**src/hdl/pors_pkg.sv**
```systemverilog
package pors_pkg;
   // ----------------------------------------------------------------
   // Register map (APB byte addresses)
   // ----------------------------------------------------------------
   localparam logic [7:0] ADDR_STATUS = 8'h0c;
   localparam logic [7:0] ADDR_CTRL = 8'h00;
   localparam logic [7:0] ADDR_CAUSE = 8'h04;
   localparam logic [7:0] ADDR_PC = 8'h08;
   localparam logic [7:0] ADDR_SFR = 8'h10;
   localparam logic [7:0] ADDR_CFG = 8'h14;
   // Status field positions and values
   localparam int TIMEOUT_FLAG_BIT = 4;
   localparam int POWERDOWN_FLAG_BIT = 3;
   localparam logic [7:0] STATUS_POR = 8'h18;
   localparam logic [12:0] PC_ZERO = 13'h0000;
   localparam logic [12:0] PC_VECTOR = 13'h0004;
   localparam logic [7:0] OPTION_RST = 8'hff;
   localparam logic [7:0] DIR_RST = 8'hff;
   localparam logic [4:0] UPC_RST = 5'h00;
   localparam int IRQ_KEEP_BIT = 0;
   // Oscillator modes
   typedef enum logic [1:0] {
      PORS_OSC_LOWPWR = 2'b00,
      PORS_OSC_CRYSTAL = 2'b01,
      PORS_OSC_HIGHSPD = 2'b10,
      PORS_OSC_RC = 2'b11
   } pors_osc_t;
   // Reset cause codes
   typedef enum logic [2:0] {
      PORS_C_NONE = 3'd0,
      PORS_C_POR = 3'd1,
      PORS_C_CLEAR_RUN = 3'd2,
      PORS_C_CLEAR_SLEEP = 3'd3,
      PORS_C_WDOG_RUN = 3'd4,
      PORS_C_WDOG_WAKE = 3'd5,
      PORS_C_IRQ_WAKE = 3'd6
   } pors_cause_t;
   // Timing
   localparam int POWERUP_MS = 72;
   localparam int OSC_START_CYCLES = 1024;
   localparam int RC_CLK_HZ = 10000;
   localparam int POWERUP_RC_TICKS = POWERUP_MS * RC_CLK_HZ / 1000;
   // Core-side register image
   typedef struct packed {
      logic [12:0] pc;
      logic [7:0] status;
      logic [7:0] option;
      logic [7:0] dir_a;
      logic [7:0] dir_b;
      logic [4:0] upper_pc_latch;
      logic [7:0] irq_control_reg;
   } pors_image_t;
endpackage

```
**src/hdl/pors_sync.sv**
```systemverilog
`timescale 1ns/10ps
`default_nettype none
module pors_sync #(
   parameter int WIDTH = 1
) (
   input wire logic sys_clk,
   input wire logic reset,
   input wire logic [WIDTH-1:0] async_in,
   output logic [WIDTH-1:0] sync_out
);
   logic [WIDTH-1:0] stage1;
   // ----------------------------------------------------------------
   // Two-stage synchroniser, first stage feeds only the second
   // ----------------------------------------------------------------
   always_ff @(posedge sys_clk or posedge reset) begin
      if (reset) begin
         stage1 <= '0;
         sync_out <= '0;
      end else begin
         stage1 <= async_in;
         sync_out <= stage1;
      end
   end
endmodule // pors_sync
`default_nettype wire

```
**src/hdl/pors_counter.sv**
```systemverilog
`timescale 1ns/10ps
`default_nettype none
module pors_counter #(
   parameter int WIDTH = 16
) (
   input wire logic sys_clk,
   input wire logic reset,
   input wire logic start,
   input wire logic tick,
   input wire logic [WIDTH-1:0] limit,
   output logic busy,
   output logic done
);
   logic [WIDTH-1:0] count;
   // ----------------------------------------------------------------
   // Counts enable ticks to limit; done pulses once at expiry
   // ----------------------------------------------------------------
   always_ff @(posedge sys_clk or posedge reset) begin
      if (reset) begin
         count <= '0;
         busy <= 1'b0;
         done <= 1'b0;
      end else begin
         done <= 1'b0;
         if (start) begin
            count <= '0;
            busy <= 1'b1;
         end else if (busy && tick) begin
            if (count == limit - WIDTH'(1)) begin
               busy <= 1'b0;
               done <= 1'b1;
            end
            count <= count + WIDTH'(1);
         end
      end
   end
endmodule // pors_counter
`default_nettype wire

```
**src/hdl/pors_sequencer.sv**
```systemverilog
// Overview of operation
// - Power-on: PC zero, status 0001_1xxx (low bits kept, undefined).
// - Clear pin reset running: PC zero, top three status bits cleared.
// - Clear pin reset in sleep: PC zero, timeout set, powerdown cleared.
// - Watchdog reset running: PC zero, timeout cleared, powerdown set.
// - Wake: PC+1; watchdog wake clears both flags, interrupt wake sets timeout.
// - Interrupt wake with global enable: PC loads interrupt vector.
// - Non-wake resets: option and direction all ones, latch cleared, irq cleared except bit 0 kept.
// - Wake keeps registers except irq flags recording the wake event.
// - Supply rise pulse from the detector starts a power-on reset.
// - Supply fall causes no internal reset.
// - Power-up delay runs on internal RC clock after power-on pulse.
// - Core held in reset while power-up delay counts.
// - Power-up delay skipped when its enable configuration bit is off.
// - After power-up delay, count 1024 oscillator input cycles.
// - Oscillator count only in crystal modes, after power-on or wake.
// - Delays run from power-on pulse; late pin release starts at once.
// - RC mode with delay disabled gives no start-up delay.
//
// The implementer's own choice: the APB register port.
`timescale 1ns/10ps
`default_nettype none
module pors_sequencer
   import pors_pkg::*;
#(
   parameter int PWRUP_TICKS = POWERUP_RC_TICKS,
   parameter int OSC_START_COUNT = OSC_START_CYCLES
) (
   input wire logic sys_clk,
   input wire logic reset,
   input wire logic supply_rise,
   input wire logic master_clear_pin_n,
   input wire logic watchdog_unit_timeout,
   input wire logic irq_wake,
   input wire logic [7:0] irq_wake_flags,
   input wire logic rc_osc_clk,
   input wire logic osc_input_pin,
   input wire logic sleep_entry,
   input wire logic [12:0] core_pc,
   input wire logic [7:0] core_status_in,
   input wire logic [7:0] core_irq_in,
   input wire logic psel,
   input wire logic penable,
   input wire logic pwrite,
   input wire logic [7:0] paddr,
   input wire logic [31:0] pwdata,
   output logic [31:0] prdata,
   output logic pready,
   output logic pslverr,
   output logic core_reset,
   output logic load_strobe,
   output pors_pkg::pors_image_t image,
   output logic [2:0] last_cause
);
   import pors_pkg::*;

   // Both counters are 16 bits wide; longer counts cannot be served
   if (PWRUP_TICKS < 1 || PWRUP_TICKS > 65535 || OSC_START_COUNT < 1 ||
       OSC_START_COUNT > 65535) begin : g_bad_counts
      $error("pors_sequencer: counts out of range");
   end

   // ----------------------------------------------------------------
   // Pin synchronisers
   // ----------------------------------------------------------------
   logic [5:0] raw_in;
   logic [5:0] syn;
   assign raw_in = {supply_rise, master_clear_pin_n, watchdog_unit_timeout,
                    irq_wake, rc_osc_clk, osc_input_pin};
   pors_sync #(.WIDTH(6)) u_sync (
      .sys_clk(sys_clk),
      .reset(reset),
      .async_in(raw_in),
      .sync_out(syn)
   );
   wire s_rise = syn[5];
   wire s_clear_n = syn[4];
   wire s_wdog = syn[3];
   wire s_irq = syn[2];
   wire s_rc = syn[1];
   wire s_osc = syn[0];

   // Edge detectors on synchronised levels
   logic [5:0] syn_d;
   always_ff @(posedge sys_clk or posedge reset) begin
      if (reset) syn_d <= 6'h10;
      else syn_d <= syn;
   end
   wire rise_pulse = s_rise & ~syn_d[5];   // Only rising edge
   wire wdog_pulse = s_wdog & ~syn_d[3];
   wire irq_pulse = s_irq & ~syn_d[2];
   wire rc_tick = s_rc & ~syn_d[1];
   wire osc_tick = s_osc & ~syn_d[0];

   // ----------------------------------------------------------------
   // Software configuration
   // ----------------------------------------------------------------
   logic pwrup_en_cfg;
   pors_osc_t osc_mode;
   logic global_irq_enable;
   logic sleeping;

   wire apb_setup = psel & ~penable;
   wire apb_wr = psel & penable & pwrite & pready;
   wire hit_ctrl = paddr == ADDR_CTRL;
   wire hit_cfg = paddr == ADDR_CFG;
   wire hit_status = paddr == ADDR_STATUS;
   wire mapped = hit_ctrl | hit_cfg | hit_status |
                 (paddr == ADDR_CAUSE) | (paddr == ADDR_PC) |
                 (paddr == ADDR_SFR);
   // Crystal modes need the start-up count
   wire osc_xtal = osc_mode != PORS_OSC_RC;

   always_ff @(posedge sys_clk or posedge reset) begin
      if (reset) begin
         pwrup_en_cfg <= 1'b1;
         osc_mode <= PORS_OSC_CRYSTAL;
         global_irq_enable <= 1'b0;
      end else if (apb_wr && hit_cfg) begin
         pwrup_en_cfg <= pwdata[0];
         osc_mode <= pors_osc_t'(pwdata[2:1]);
         global_irq_enable <= pwdata[3];
      end
   end

   // ----------------------------------------------------------------
   // Sequencer state machine
   // ----------------------------------------------------------------
   typedef enum logic [2:0] {
      ST_RUN = 3'b000,
      ST_PWRUP = 3'b001,
      ST_OSCWAIT = 3'b010,
      ST_HOLD = 3'b011,
      ST_LOAD = 3'b100
   } pors_state_t;
   pors_state_t state;
   pors_state_t next_state;
   pors_cause_t cause;
   logic pending_por;

   logic pw_start;
   logic pw_busy;
   logic pw_done;
   logic osc_start;
   logic osc_done;

   pors_counter #(.WIDTH(16)) u_pwrup (
      .sys_clk(sys_clk),
      .reset(reset),
      .start(pw_start),
      .tick(rc_tick),
      .limit(16'(PWRUP_TICKS)),
      .busy(pw_busy),
      .done(pw_done)
   );
   pors_counter #(.WIDTH(16)) u_oscstart (
      .sys_clk(sys_clk),
      .reset(reset),
      .start(osc_start),
      .tick(osc_tick),
      .limit(16'(OSC_START_COUNT)),
      .busy(),
      .done(osc_done)
   );

   // Wake from sleep by watchdog or interrupt
   wire wake_wdog = sleeping & wdog_pulse & (state == ST_RUN);
   wire wake_irq = sleeping & irq_pulse & (state == ST_RUN);
   wire wdog_run = ~sleeping & wdog_pulse & (state == ST_RUN);
   wire is_wake = (cause == PORS_C_WDOG_WAKE) | (cause == PORS_C_IRQ_WAKE);

   // Start the power-up delay from the pulse itself
   assign pw_start = rise_pulse & pwrup_en_cfg;
   assign osc_start = (state == ST_PWRUP && next_state == ST_OSCWAIT) ||
                      ((wake_wdog || wake_irq) && osc_xtal);

   always_comb begin
      next_state = state;
      unique case (state)
         ST_RUN: begin
            if (wake_wdog || wake_irq)
               next_state = osc_xtal ? ST_OSCWAIT : ST_LOAD;
            else if (!s_clear_n || wdog_run)
               next_state = ST_HOLD;
         end
         ST_PWRUP: begin
            if (!pw_busy && !pw_start)
               next_state = osc_xtal ? ST_OSCWAIT : ST_HOLD;
         end
         ST_OSCWAIT: begin
            if (osc_done) next_state = ST_HOLD;
         end
         ST_HOLD: begin
            if (s_clear_n) next_state = ST_LOAD;
         end
         ST_LOAD: next_state = ST_RUN;
         default: next_state = ST_HOLD;
      endcase
      if (rise_pulse) next_state = ST_PWRUP;
   end

   always_ff @(posedge sys_clk or posedge reset) begin
      if (reset) begin
         state <= ST_PWRUP;
         cause <= PORS_C_POR;
         pending_por <= 1'b1;
      end else begin
         state <= next_state;
         if (rise_pulse) begin
            cause <= PORS_C_POR;
         end else if (state == ST_RUN) begin
            if (wake_wdog) cause <= PORS_C_WDOG_WAKE;
            else if (wake_irq) cause <= PORS_C_IRQ_WAKE;
            else if (!s_clear_n)
               cause <= sleeping ? PORS_C_CLEAR_SLEEP : PORS_C_CLEAR_RUN;
            else if (wdog_run) cause <= PORS_C_WDOG_RUN;
         end
         // A supply rise beats the clear, so a new power-on is not lost
         if (rise_pulse) pending_por <= 1'b1;
         else if (state == ST_LOAD) pending_por <= 1'b0;
      end
   end

   // Sleep flag follows the core
   always_ff @(posedge sys_clk or posedge reset) begin
      if (reset) sleeping <= 1'b0;
      else if (state == ST_LOAD || rise_pulse) sleeping <= 1'b0;
      else if (sleep_entry && state == ST_RUN) sleeping <= 1'b1;
   end

   // ----------------------------------------------------------------
   // Image computation per cause
   // ----------------------------------------------------------------
   logic [7:0] next_status;
   logic [12:0] next_pc;
   always_comb begin
      next_status = core_status_in;
      next_pc = PC_ZERO;
      unique case (cause)
         PORS_C_POR:
            next_status = {STATUS_POR[7:3], core_status_in[2:0]};
         PORS_C_CLEAR_RUN:
            next_status = {3'b000, core_status_in[4:0]};
         PORS_C_CLEAR_SLEEP:
            next_status = {3'b000, 1'b1, 1'b0, core_status_in[2:0]};
         PORS_C_WDOG_RUN:
            next_status = {3'b000, 1'b0, 1'b1, core_status_in[2:0]};
         PORS_C_WDOG_WAKE: begin
            next_status = core_status_in;
            next_status[TIMEOUT_FLAG_BIT] = 1'b0;
            next_status[POWERDOWN_FLAG_BIT] = 1'b0;
            next_pc = core_pc + 13'h0001;
         end
         PORS_C_IRQ_WAKE: begin
            next_status = core_status_in;
            next_status[TIMEOUT_FLAG_BIT] = 1'b1;
            next_status[POWERDOWN_FLAG_BIT] = 1'b0;
            next_pc = global_irq_enable ? PC_VECTOR
                                        : core_pc + 13'h0001;
         end
         default: next_status = core_status_in;
      endcase
   end

   // Register image loaded once per reset release
   always_ff @(posedge sys_clk or posedge reset) begin
      if (reset) begin
         image <= '0;
         load_strobe <= 1'b0;
         core_reset <= 1'b1;
         last_cause <= 3'd0;
      end else begin
         load_strobe <= state == ST_LOAD;
         core_reset <= next_state != ST_RUN;
         if (state == ST_LOAD) begin
            last_cause <= cause;
            image.pc <= next_pc;
            image.status <= next_status;
            if (is_wake) begin
               // Registers kept, wake flag recorded
               image.irq_control_reg <= core_irq_in | irq_wake_flags;
            end else begin
               image.option <= OPTION_RST;
               image.dir_a <= DIR_RST;
               image.dir_b <= DIR_RST;
               image.upper_pc_latch <= UPC_RST;
               image.irq_control_reg <=
                  {7'h00, core_irq_in[IRQ_KEEP_BIT]};
            end
         end
      end
   end

   // ----------------------------------------------------------------
   // APB slave, zero wait states
   // ----------------------------------------------------------------
   logic [31:0] rd_mux;
   assign rd_mux =
      hit_ctrl ? {29'h0, state} :
      hit_cfg ? {28'h0, global_irq_enable, osc_mode, pwrup_en_cfg} :
      hit_status ? {24'h0, image.status} :
      (paddr == ADDR_CAUSE) ? {28'h0, pending_por, cause} :
      (paddr == ADDR_PC) ? {19'h0, image.pc} :
      (paddr == ADDR_SFR) ? {3'h0, image.upper_pc_latch, image.option,
                             image.dir_b, image.irq_control_reg} :
      32'h0;

   always_ff @(posedge sys_clk or posedge reset) begin
      if (reset) begin
         prdata <= '0;
         pready <= 1'b0;
         pslverr <= 1'b0;
      end else begin
         pready <= apb_setup;
         pslverr <= apb_setup & ~mapped;
         if (apb_setup && !pwrite) prdata <= rd_mux;
      end
   end
endmodule // pors_sequencer
`default_nettype wire

```
**config.mk**
```make
export PLATFORM = sky130hd
export DESIGN_NAME = pors_sequencer
export DESIGN_NICKNAME = d
export VERILOG_FILES = /design/src/hdl/pors_pkg.sv /design/src/hdl/pors_sync.sv /design/src/hdl/pors_counter.sv /design/src/hdl/pors_sequencer.sv
export SDC_FILE = /design/constraint.sdc
export NUM_CORES = 1
export LEC_CHECK = 0
export ABC_CLOCK_PERIOD_IN_PS = 5800
export BUFFER_PORTS_ARGS = -buffer_cell sky130_fd_sc_hd__buf_2
export CORE_MARGIN = 1.5
export CORE_UTILIZATION = 59
export CTS_BUF_LIST = sky130_fd_sc_hd__clkbuf_8
export DETAILED_ROUTE_END_ITERATION = 6
export PLACE_DENSITY = 0.91
export SYNTH_ARGS = -nofsm -noshare
export SYNTH_HDL_FRONTEND = slang
export SYNTH_HIERARCHICAL = 1
export SYNTH_SLANG_ARGS = --single-unit
```
**constraint.sdc**
```tcl
create_clock -name sys_clk -period 5.8 [get_ports sys_clk]
set_input_delay 0.29 -clock sys_clk [delete_from_list [all_inputs] [get_ports sys_clk]]
set_output_delay 0.29 -clock sys_clk [all_outputs]
set_load 0.05 [all_outputs]
```
==> flow_metrics.tcl, run 1 <==
set metrics [dict create \
    status "completed" \
    reg2reg_depth 9 \
    antenna_found_initial 0 \
    drv_cap 0 \
    start_util 0.602 \
    critPathLaunch "state[2]" \
    ant_nets 0 \
    grt-ovfl-total 0 \
    areaGrowthSynthToFinish_pct 21.7 \
    synth_area_per_cell_um2 9.05 \
    period_needed_ns 3.46 \
    hold_viol_final 0 \
    synth_cells 756 \
    n_antenna_cell 0 \
    powerDensity_nw_per_um2 432 \
    cts_buffers 17 \
    pin_count 186 \
    critPathLaunchType "register" \
    drive_gt1_frac 0.208 \
    die_y_um 111 \
    finalSetupTns_ns 0 \
    core_um2 11400 \
    peakVddDrop_mv 0.573 \
    rrSetupSlack_ns 2.34 \
    die-area_um2 12300 \
    place_area_um2 7800 \
    tightest_slew_ns 0.988 \
    post_cts_buffers 0 \
    finalMaxSlewViolations 0 \
    critPathCapture "u_oscstart/busy" \
    seqPwrFrac 0.343 \
    ys.warnings.count 6 \
    r2r-start "state[2]" \
    grt_max_degree 69 \
    drtIter0Drc 530 \
    grt_use_total 0.284 \
    fin_skew_ns 0.0114 \
    hpwl_um 11700 \
    clk_latency_ns 0.44 \
    p_clk_frac 0.239 \
    port_buffers 144 \
    rsz0062_at_grt "no" \
    clk_pin_slew_ns 0.07 \
    grt_first_pass_wirelength_um 28100 \
    vias_per_cell 5.45 \
    power_frac_comb 0.417 \
    ctsResizeCount 0 \
    dr.pass1.iters 6 \
    die_x_um 111 \
    grt_pass1_vias 5900 \
    critPathKind "register to register" \
    worstPathRequired_ns 6.09 \
    clock_sinks 115 \
    cellLeakagePower_nw 4.15 \
    cp.arrival_ns 3.75 \
    htreeDepth 4 \
    ctsHoldBuffers 7 \
    routed_wl_um 17200 \
    drc 0 \
    cts-root-buf "clkbuf_8" \
    netSwitchingFraction 0.472 \
    cts_max_path_buffers 2 \
    power_switching_mw 1.70 \
    power.internal_mw 1.90 \
    wl_per_cell_um 15.0 \
    design_area_um2 8330 \
    holdCritPathClass "input pin to register" \
    syn_area_um2 6840 \
    min_period_over_period 0.596 \
    r2r_end "u_oscstart/busy" \
    rows 39 \
    fin_nets 1083 \
    finalSetupViolCount 0 \
    worstPathMaxFanout 18 \
    vias 6227 \
    cts_tree "built" \
    crit_path_end_kind "register" \
    place_congestion 0.912 \
    max_clock_freq_mhz 289 \
    slew-limit-headroom 0.340 \
]
-- metal layers --
metal  part of all wire  global-route usage
met1               0.40               0.360
met2               0.49               0.470
met3              0.077              0.0694
met4              0.031               0.115
met5                  0                   0
-- power groups by stage --
| stage | Clock, mW | Sequential, mW | Combinational, mW |
|---|---|---|---|
| finish | 0.861 | 1.23 | 1.50 |
| detailed placement | 0 | 1.23 | 1.47 |
| CTS | 0.863 | 1.22 | 1.49 |
| global placement | 0 | 1.22 | 1.44 |
| floorplan | 0 | 1.57 | 0.875 |
| global route | 0.898 | 1.25 | 1.58 |
-- worst max-delay path: stages, from the launching register on --
cell and delay, ns:
dfrtp_1 0.46, or3_1 0.51, a21oi_1 0.26, a2111oi_0 0.16
o211a_1 0.50, or4_1 0.64, a211oi_2 0.22, o211ai_1 0.16
nor4_1 0.24, a31oi_1 0.15
-- final cells by class --
class | instances | area [µm²]
fillers | 792 | 3040
clock inverters | 10 | 183
well taps | 143 | 179
multi-input cells | 684 | 3930
repair buffers | 153 | 806
flip-flops and latches | 115 | 2890
clock buffers | 20 | 275
inverters | 18 | 67.6
-- metrics by stage --
stage	setup WS [ns]	utilization	total power [mW]	instances	hold WS, ns
after floorplan	2.85	-	2.45	895	0.155
after global placement	2.62	0.686	2.66	1106	0.335
after detailed placement	2.54	0.686	2.69	1106	0.337
after CTS	2.39	0.732	3.58	1143	0.0397
after global routing	2.22	0.732	3.73	1143	0.0440
final	2.34	0.732	3.59	1143	0.0462
-- sequential cells by signal (all words and copies together), names as in the netlist, 2 cells and up --
name	count
prdata	14
u_sync/stage1	6
image	30
cause	3
state	3
u_sync/sync_out	6
syn_d	5
osc_mode	2
u_pwrup/count	16
last_cause	3
u_oscstart/count	16
-- cells in the final DEF, fill, tap and decap left out, types with 4 or more instances in the layout --
cell type	count
nand2b_1	9
and4b_1	4
bufinv_16	5
a31oi_1	6
nor3_1	12
o32ai_1	4
o211ai_1	4
xnor2_1	35
or2_2	4
o31ai_1	5
conb_1	141
xor2_1	46
a21o_1	8
dlygate4sd3_1	7
or3_1	5
nor2b_1	12
dfrtp_1	109
clkbuf_8	20
a22oi_1	9
inv_1	19
mux2_4	4
nand3_1	31
a211oi_1	5
ha_1	5
nor4_1	8
nand4_1	13
and3_1	14
nand2_1	81
a21oi_1	25
o21ai_0	54
dfstp_2	6
nor2_1	73
buf_2	144
-- how the worst min path moves through the flow --
stage                            from                 end  slack, ns  cells past startpoint
floorplan                       reset    u_sync/stage1[0]       0.15                      1
global placement     u_sync/stage1[5]  u_sync/sync_out[5]       0.33                      0
detailed placement   u_sync/stage1[5]  u_sync/sync_out[5]       0.34                      0
CTS                 core_status_in[0]           image[37]       0.04                      3
global route        core_status_in[2]           image[39]       0.04                      3
finish              core_status_in[0]           image[37]       0.05                      3
(Power assumes the default switching activity.)
==> run 2: changes to the inputs <==
- ABC_CLOCK_PERIOD_IN_PS: 5800 -> 3150
- CORE_UTILIZATION: 59 -> 50
- PLACE_DENSITY: 0.91 -> 0.83
- clock period: 5.8 -> 3.15 ns (I/O delays scaled with it)
==> run 2 against run 1 <==
The flow now finishes with violations (design-rule violations); power increased by 78%; first-iteration DRC count decreased by 22%; sequential share of layout area decreased by 0.72 points; worst setup slack got worse by 2.1 ns; cell count increased by 4.9%; largest power group unchanged.
==> flow_metrics.tcl, run 2 (synthesized netlist as in run 1, its figures left out) <==
set metrics [dict create \
    fin_skew_ns 0.0135 \
    start_util 0.515 \
    clk_pin_slew_ns 0.07 \
    hold_ws_ns 0.0198 \
    finalPower_mw 6.41 \
    ant_nets 0 \
    cts_tree "built" \
    die_x_um 120 \
    worstPathMaxFanout 7 \
    setup_slack_ns 0.214 \
    hpwl_um 12000 \
    period_needed_ns 2.94 \
    min_period_over_period 0.932 \
    worstPathRequired_ns 3.46 \
    cellLeakagePower_nw 4.23 \
    clk_latency_ns 0.44 \
    die-area_um2 14400 \
    clock_sinks 115 \
    htreeDepth 4 \
    areaGrowthSynthToFinish_pct 24.3 \
    layout_commonest_cell "buf_2" \
    crit_buf_inv 0 \
    path_delay_family "simple AND/OR/NAND/NOR gates" \
    antenna_found_initial 0 \
    rsz0062_at_grt "no" \
    finalSetupTns_ns 0 \
    drc 2 \
    routed_wl_um 16500 \
    grt_pass1_vias 5486 \
    critPathLaunchType "register" \
    cp.arrival_ns 3.24 \
    pre_cts_ws_ns 0.215 \
    cp_slowest_cell "or4_1" \
    grt_first_pass_wirelength_um 26400 \
    cts_buffers 17 \
    status "complete, but fails checks" \
    cts-root-buf "clkbuf_8" \
    rows 42 \
    final_cell_mix "buf_2 (144), conb_1 (141), dfrtp_1 (109), nand2_1 (81), nor2_1 (73)" \
    wl_per_cell_um 13.7 \
    max_clock_freq_mhz 341 \
    regMostFlops "image" \
    drtIter0Drc 416 \
    slew-limit-headroom 0.463 \
    grt_use_total 0.233 \
    crit_path_end_kind "register" \
    reg_top3 "image x30, u_oscstart/count x16, u_pwrup/count x16" \
    port_buffers 144 \
    grt-ovfl-total 0 \
    n_antenna_cell 0 \
    dr.pass1.iters 7 \
    cp_cell_sequence "or3_1 -> a21oi_2 -> a2111oi_0 -> o211a_1 -> or4_1 -> a211oi_2 -> o211ai_1 -> nor4_1 -> a31oi_1" \
    fin_nets 1104 \
    tightest_slew_ns 0.798 \
    post_cts_buffers 0 \
    grt_max_degree 46 \
    core_um2 13300 \
    drive_gt1_frac 0.211 \
    final_util 0.640 \
    cts_max_path_buffers 2 \
    drv_cap 0 \
    finalSetupViolCount 0 \
    violations "design-rule violations" \
    largest_reg_flops 30 \
    pin_count 186 \
    slowest_delay_ns 0.57 \
    place_congestion 0.890 \
    die_y_um 120 \
    hold_viol_final 0 \
    holdCritPathClass "input pin to register" \
    critPathKind "register to register" \
    finalMaxSlewViolations 0 \
    vias 5974 \
    powerDensity_nw_per_um2 754 \
    peakVddDrop_mv 0.391 \
    vias_per_cell 4.98 \
]
run 2: changes by cell type in the layout (fill, tap and decap cells not counted), sizes merged:
cell / previous run / this run
buf: 146 / 153
bufinv: 5 / 3
clkbuf: 20 / 18
clkinv: 2 / 6
dlygate4sd3: 7 / 21
inv: 20 / 22
run 2: repair_timing:
action | CTS | global route
setup endpoints to repair | 0 | 1
hold endpoints to repair | 87 | 0
gates resized for setup | 0 | 1
hold buffers | 21 | 0
run 2: cell type report:
cell class                      instances  area, µm²
Timing Repair Buffer                  174        998
Clock inverter                         14        150
Multi-Input combinational cell        684       3930
Inverter                               18       67.6
Fill cell                            1071       4790
Tap cell                              176        220
Sequential cell                       115       2890
Clock buffer                           18        248
run 2: stage by stage:
step | cells | area (µm²)
2_1_floorplan | 895 | 7360
3_3_place_gp | 1146 | 7890
4_1_cts | 1199 | 8500
5_1_grt | 1199 | 8500
6_report | 1199 | 8500
3_5_place_dp | 1146 | 7890
run 2: final timing paths:
check / cells past startpoint / endpoint / slack, ns / start
min in group asynchronous: 3 / u_sync/sync_out[5] / 0.30 / reset
hold reg to reg: 0 / u_sync/sync_out[5] / 0.34 / u_sync/stage1[5]
setup reg to reg: 9 / u_oscstart/busy / 0.21 / state[2]
setup / recovery: 9 / u_oscstart/busy / 0.21 / state[2]
max in group asynchronous: 4 / state[0] / 2.03 / reset
hold / removal: 3 / image[1] / 0.02 / irq_wake_flags[1]
run 2: metal layers:
layer | global-route usage | wire length, µm | vias up
met2 | 0.383 | 8040 | 199
met3 | 0.0413 | 1000 | 33
li1 | - | - | 2966
met5 | 0 | 0 | -
met1 | 0.314 | 7120 | 2776
met4 | 0.0737 | 286 | 0
run 2: power by group:
group	leakage [nW]	switching, mW	internal (mW)
sequential	1.44	0.431	1.82
combinational	2.58	2.06	0.694
clock	0.217	0.613	0.787
run 2: worst reg2reg max path, stage by stage, from the launching register on:
cell and delay (ns):
dfrtp_1 0.44, or3_1 0.52, a21oi_2 0.19, a2111oi_0 0.14
o211a_1 0.28, or4_1 0.57, a211oi_2 0.21, o211ai_1 0.14
nor4_1 0.20, a31oi_1 0.11
==> run 3: changes to the inputs <==
- ABC_CLOCK_PERIOD_IN_PS: 3150 -> 3000
- CORE_UTILIZATION: 50 -> 55
- PLACE_DENSITY: 0.83 -> 0.86
- SLEW_MARGIN: not set -> 20
- clock period: 3.15 -> 3 ns (I/O delays scaled with it)
==> run 3 against run 2 <==
The flow now finishes without violations; non-clock buffer count rose by 3; fmax up 5.8%; cell count down 0.42%; clock power is 11% higher; largest cell class unchanged; critical path depth stayed put; clock-buffer cell count is 1 higher; clock skew down 0.0042 ns; power increased by 6.9%; sequential power rose by 5%; largest power group unchanged; via count increased by 3.3%.
==> flow_metrics.tcl, run 3 (synthesized netlist as in run 1, its figures left out) <==
set metrics [dict create \
    die_x_um 115 \
    worstPathRequired_ns 3.29 \
    clk_latency_ns 0.42 \
    grt_first_pass_wirelength_um 27300 \
    vias_per_cell 5.17 \
    fill_cells 931 \
    drv_cap 0 \
    cts_tree "built" \
    hold_depth 3 \
    holdCritPathClass "input pin to register" \
    post-place-cells 1141 \
    areaGrowthSynthToFinish_pct 24.9 \
    min-delay-start "core_irq_in[4]" \
    vias 6174 \
    grt-ovfl-total 0 \
    critPathKind "register to register" \
    rows 40 \
    start_util 0.567 \
    drc 0 \
    critPathLaunchType "register" \
    cts_buffers 17 \
    fin_nets 1107 \
    dr.pass1.iters 7 \
    grt_max_degree 51 \
    largest_reg_flops 30 \
    finalSetupViolCount 0 \
    htreeDepth 4 \
    cellLeakagePower_nw 4.25 \
    r2r-start "state[0]" \
    finalMaxSlewViolations 0 \
    r2r_end "u_oscstart/busy" \
    place_congestion 0.883 \
    routed_wl_um 16800 \
    rrSetupSlack_ns 0.22 \
    hold_viol_final 0 \
    min_period_over_period 0.925 \
    wl_per_cell_um 14.1 \
    fin_cells 1194 \
    critPathLaunch "state[0]" \
    tightest_slew_ns 0.857 \
    crit_path_end_kind "register" \
    regMostFlops "image" \
    final_util 0.708 \
    ant_nets 0 \
    drive_gt1_frac 0.213 \
    slew-limit-headroom 0.429 \
    cts_max_path_buffers 2 \
    drtIter0Drc 434 \
    finalSetupTns_ns 0 \
    die-area_um2 13100 \
    clk_pin_slew_ns 0.07 \
    grt_pass1_vias 5723 \
    final_cell_mix "buf_2 (144), conb_1 (141), dfrtp_1 (109), nand2_1 (81), nor2_1 (73)" \
    core_um2 12100 \
    powerDensity_nw_per_um2 802 \
    cp.arrival_ns 3.07 \
    cts-root-buf "clkbuf_8" \
    max_clock_freq_mhz 360 \
    pin_count 186 \
    period_needed_ns 2.78 \
    reg2reg_depth 9 \
    n_antenna_cell 0 \
    antenna_found_initial 0 \
    layout_commonest_cell "buf_2" \
    hpwl_um 12200 \
    fin_skew_ns 0.00933 \
    clock_sinks 115 \
    peakVddDrop_mv 0.400 \
    rsz0062_at_grt "no" \
    whs_endpoint "image[4]" \
    die_y_um 115 \
    status "completed" \
    grt_use_total 0.265 \
    port_buffers 144 \
    reg_top3 "image x30, u_oscstart/count x16, u_pwrup/count x16" \
    worstPathMaxFanout 10 \
]
==> run 3: worst max-delay path, cell delays in order (launching register included) <==
cell,delay (ns)
dfstp_2,0.42
or3_1,0.40
a21oi_1,0.22
a2111oi_0,0.14
o211a_1,0.26
or4_1,0.56
a211oi_2,0.21
o211ai_1,0.13
nor4_1,0.20
a31oi_1,0.12
==> run 3: layout make-up <==
class / count / area [µm²] / area share
clock buffers: 19 / 262 / 0.0306
clock inverters: 13 / 166 / 0.0195
inverters: 18 / 68.8 / 0.00806
multi-input cells: 684 / 3930 / 0.460
flip-flops and latches: 115 / 2890 / 0.338
well taps: 168 / 210 / 0.0246
repair buffers: 177 / 1020 / 0.120
==> run 3: where the power goes <==
| part | internal (mW) | leakage (nW) | total [mW] | switching, mW |
|---|---|---|---|---|
| logic | 0.743 | 2.59 | 2.93 | 2.19 |
| clock network | 0.934 | 0.225 | 1.55 | 0.620 |
| registers | 1.91 | 1.44 | 2.37 | 0.456 |
| total | 3.59 | 4.25 | 6.85 | 3.26 |
==> run 3: timing repair <==
item / in CTS / in global routing
endpoints found under the setup margin: 0 / 1
endpoints found under the hold margin: 67 / 0
setup buffers: 0 / 0
hold buffers: 21 / 0
gates resized for setup: 0 / 1
==> run 3: worst max-delay path by stage <==
stage / slack, ns / endpoint / cells past startpoint
after global routing: 0.03 / u_oscstart/busy / 9
after detailed placement: 0.22 / u_oscstart/busy / 9
final: 0.22 / u_oscstart/busy / 9
after floorplan: 0.05 / u_oscstart/busy / 12
after global placement: 0.26 / u_oscstart/busy / 9
after CTS: 0.20 / u_oscstart/busy / 9
==> run 3: through the flow <==
stage / hold WS [ns] / power, mW / setup slack (ns) / area (µm²)
after floorplan: 0.0147 / 4.73 / 0.0489 / 7360
after global placement: 0.191 / 5.20 / 0.259 / 7900
after detailed placement: 0.215 / 5.27 / 0.217 / 7900
after CTS: 0.00431 / 6.84 / 0.196 / 8540
after global routing: 0.0273 / 7.19 / 0.0313 / 8540
final: 0.0200 / 6.85 / 0.225 / 8540
==> run 3: layer usage <==
layer / vias up / track usage / share of wire
met3: 30 / 0.0471 / 0.057
li1: 2984 / - / -
met5: - / 0 / 0
met2: 230 / 0.434 / 0.49
met1: 2930 / 0.356 / 0.43
met4: 0 / 0.0950 / 0.019
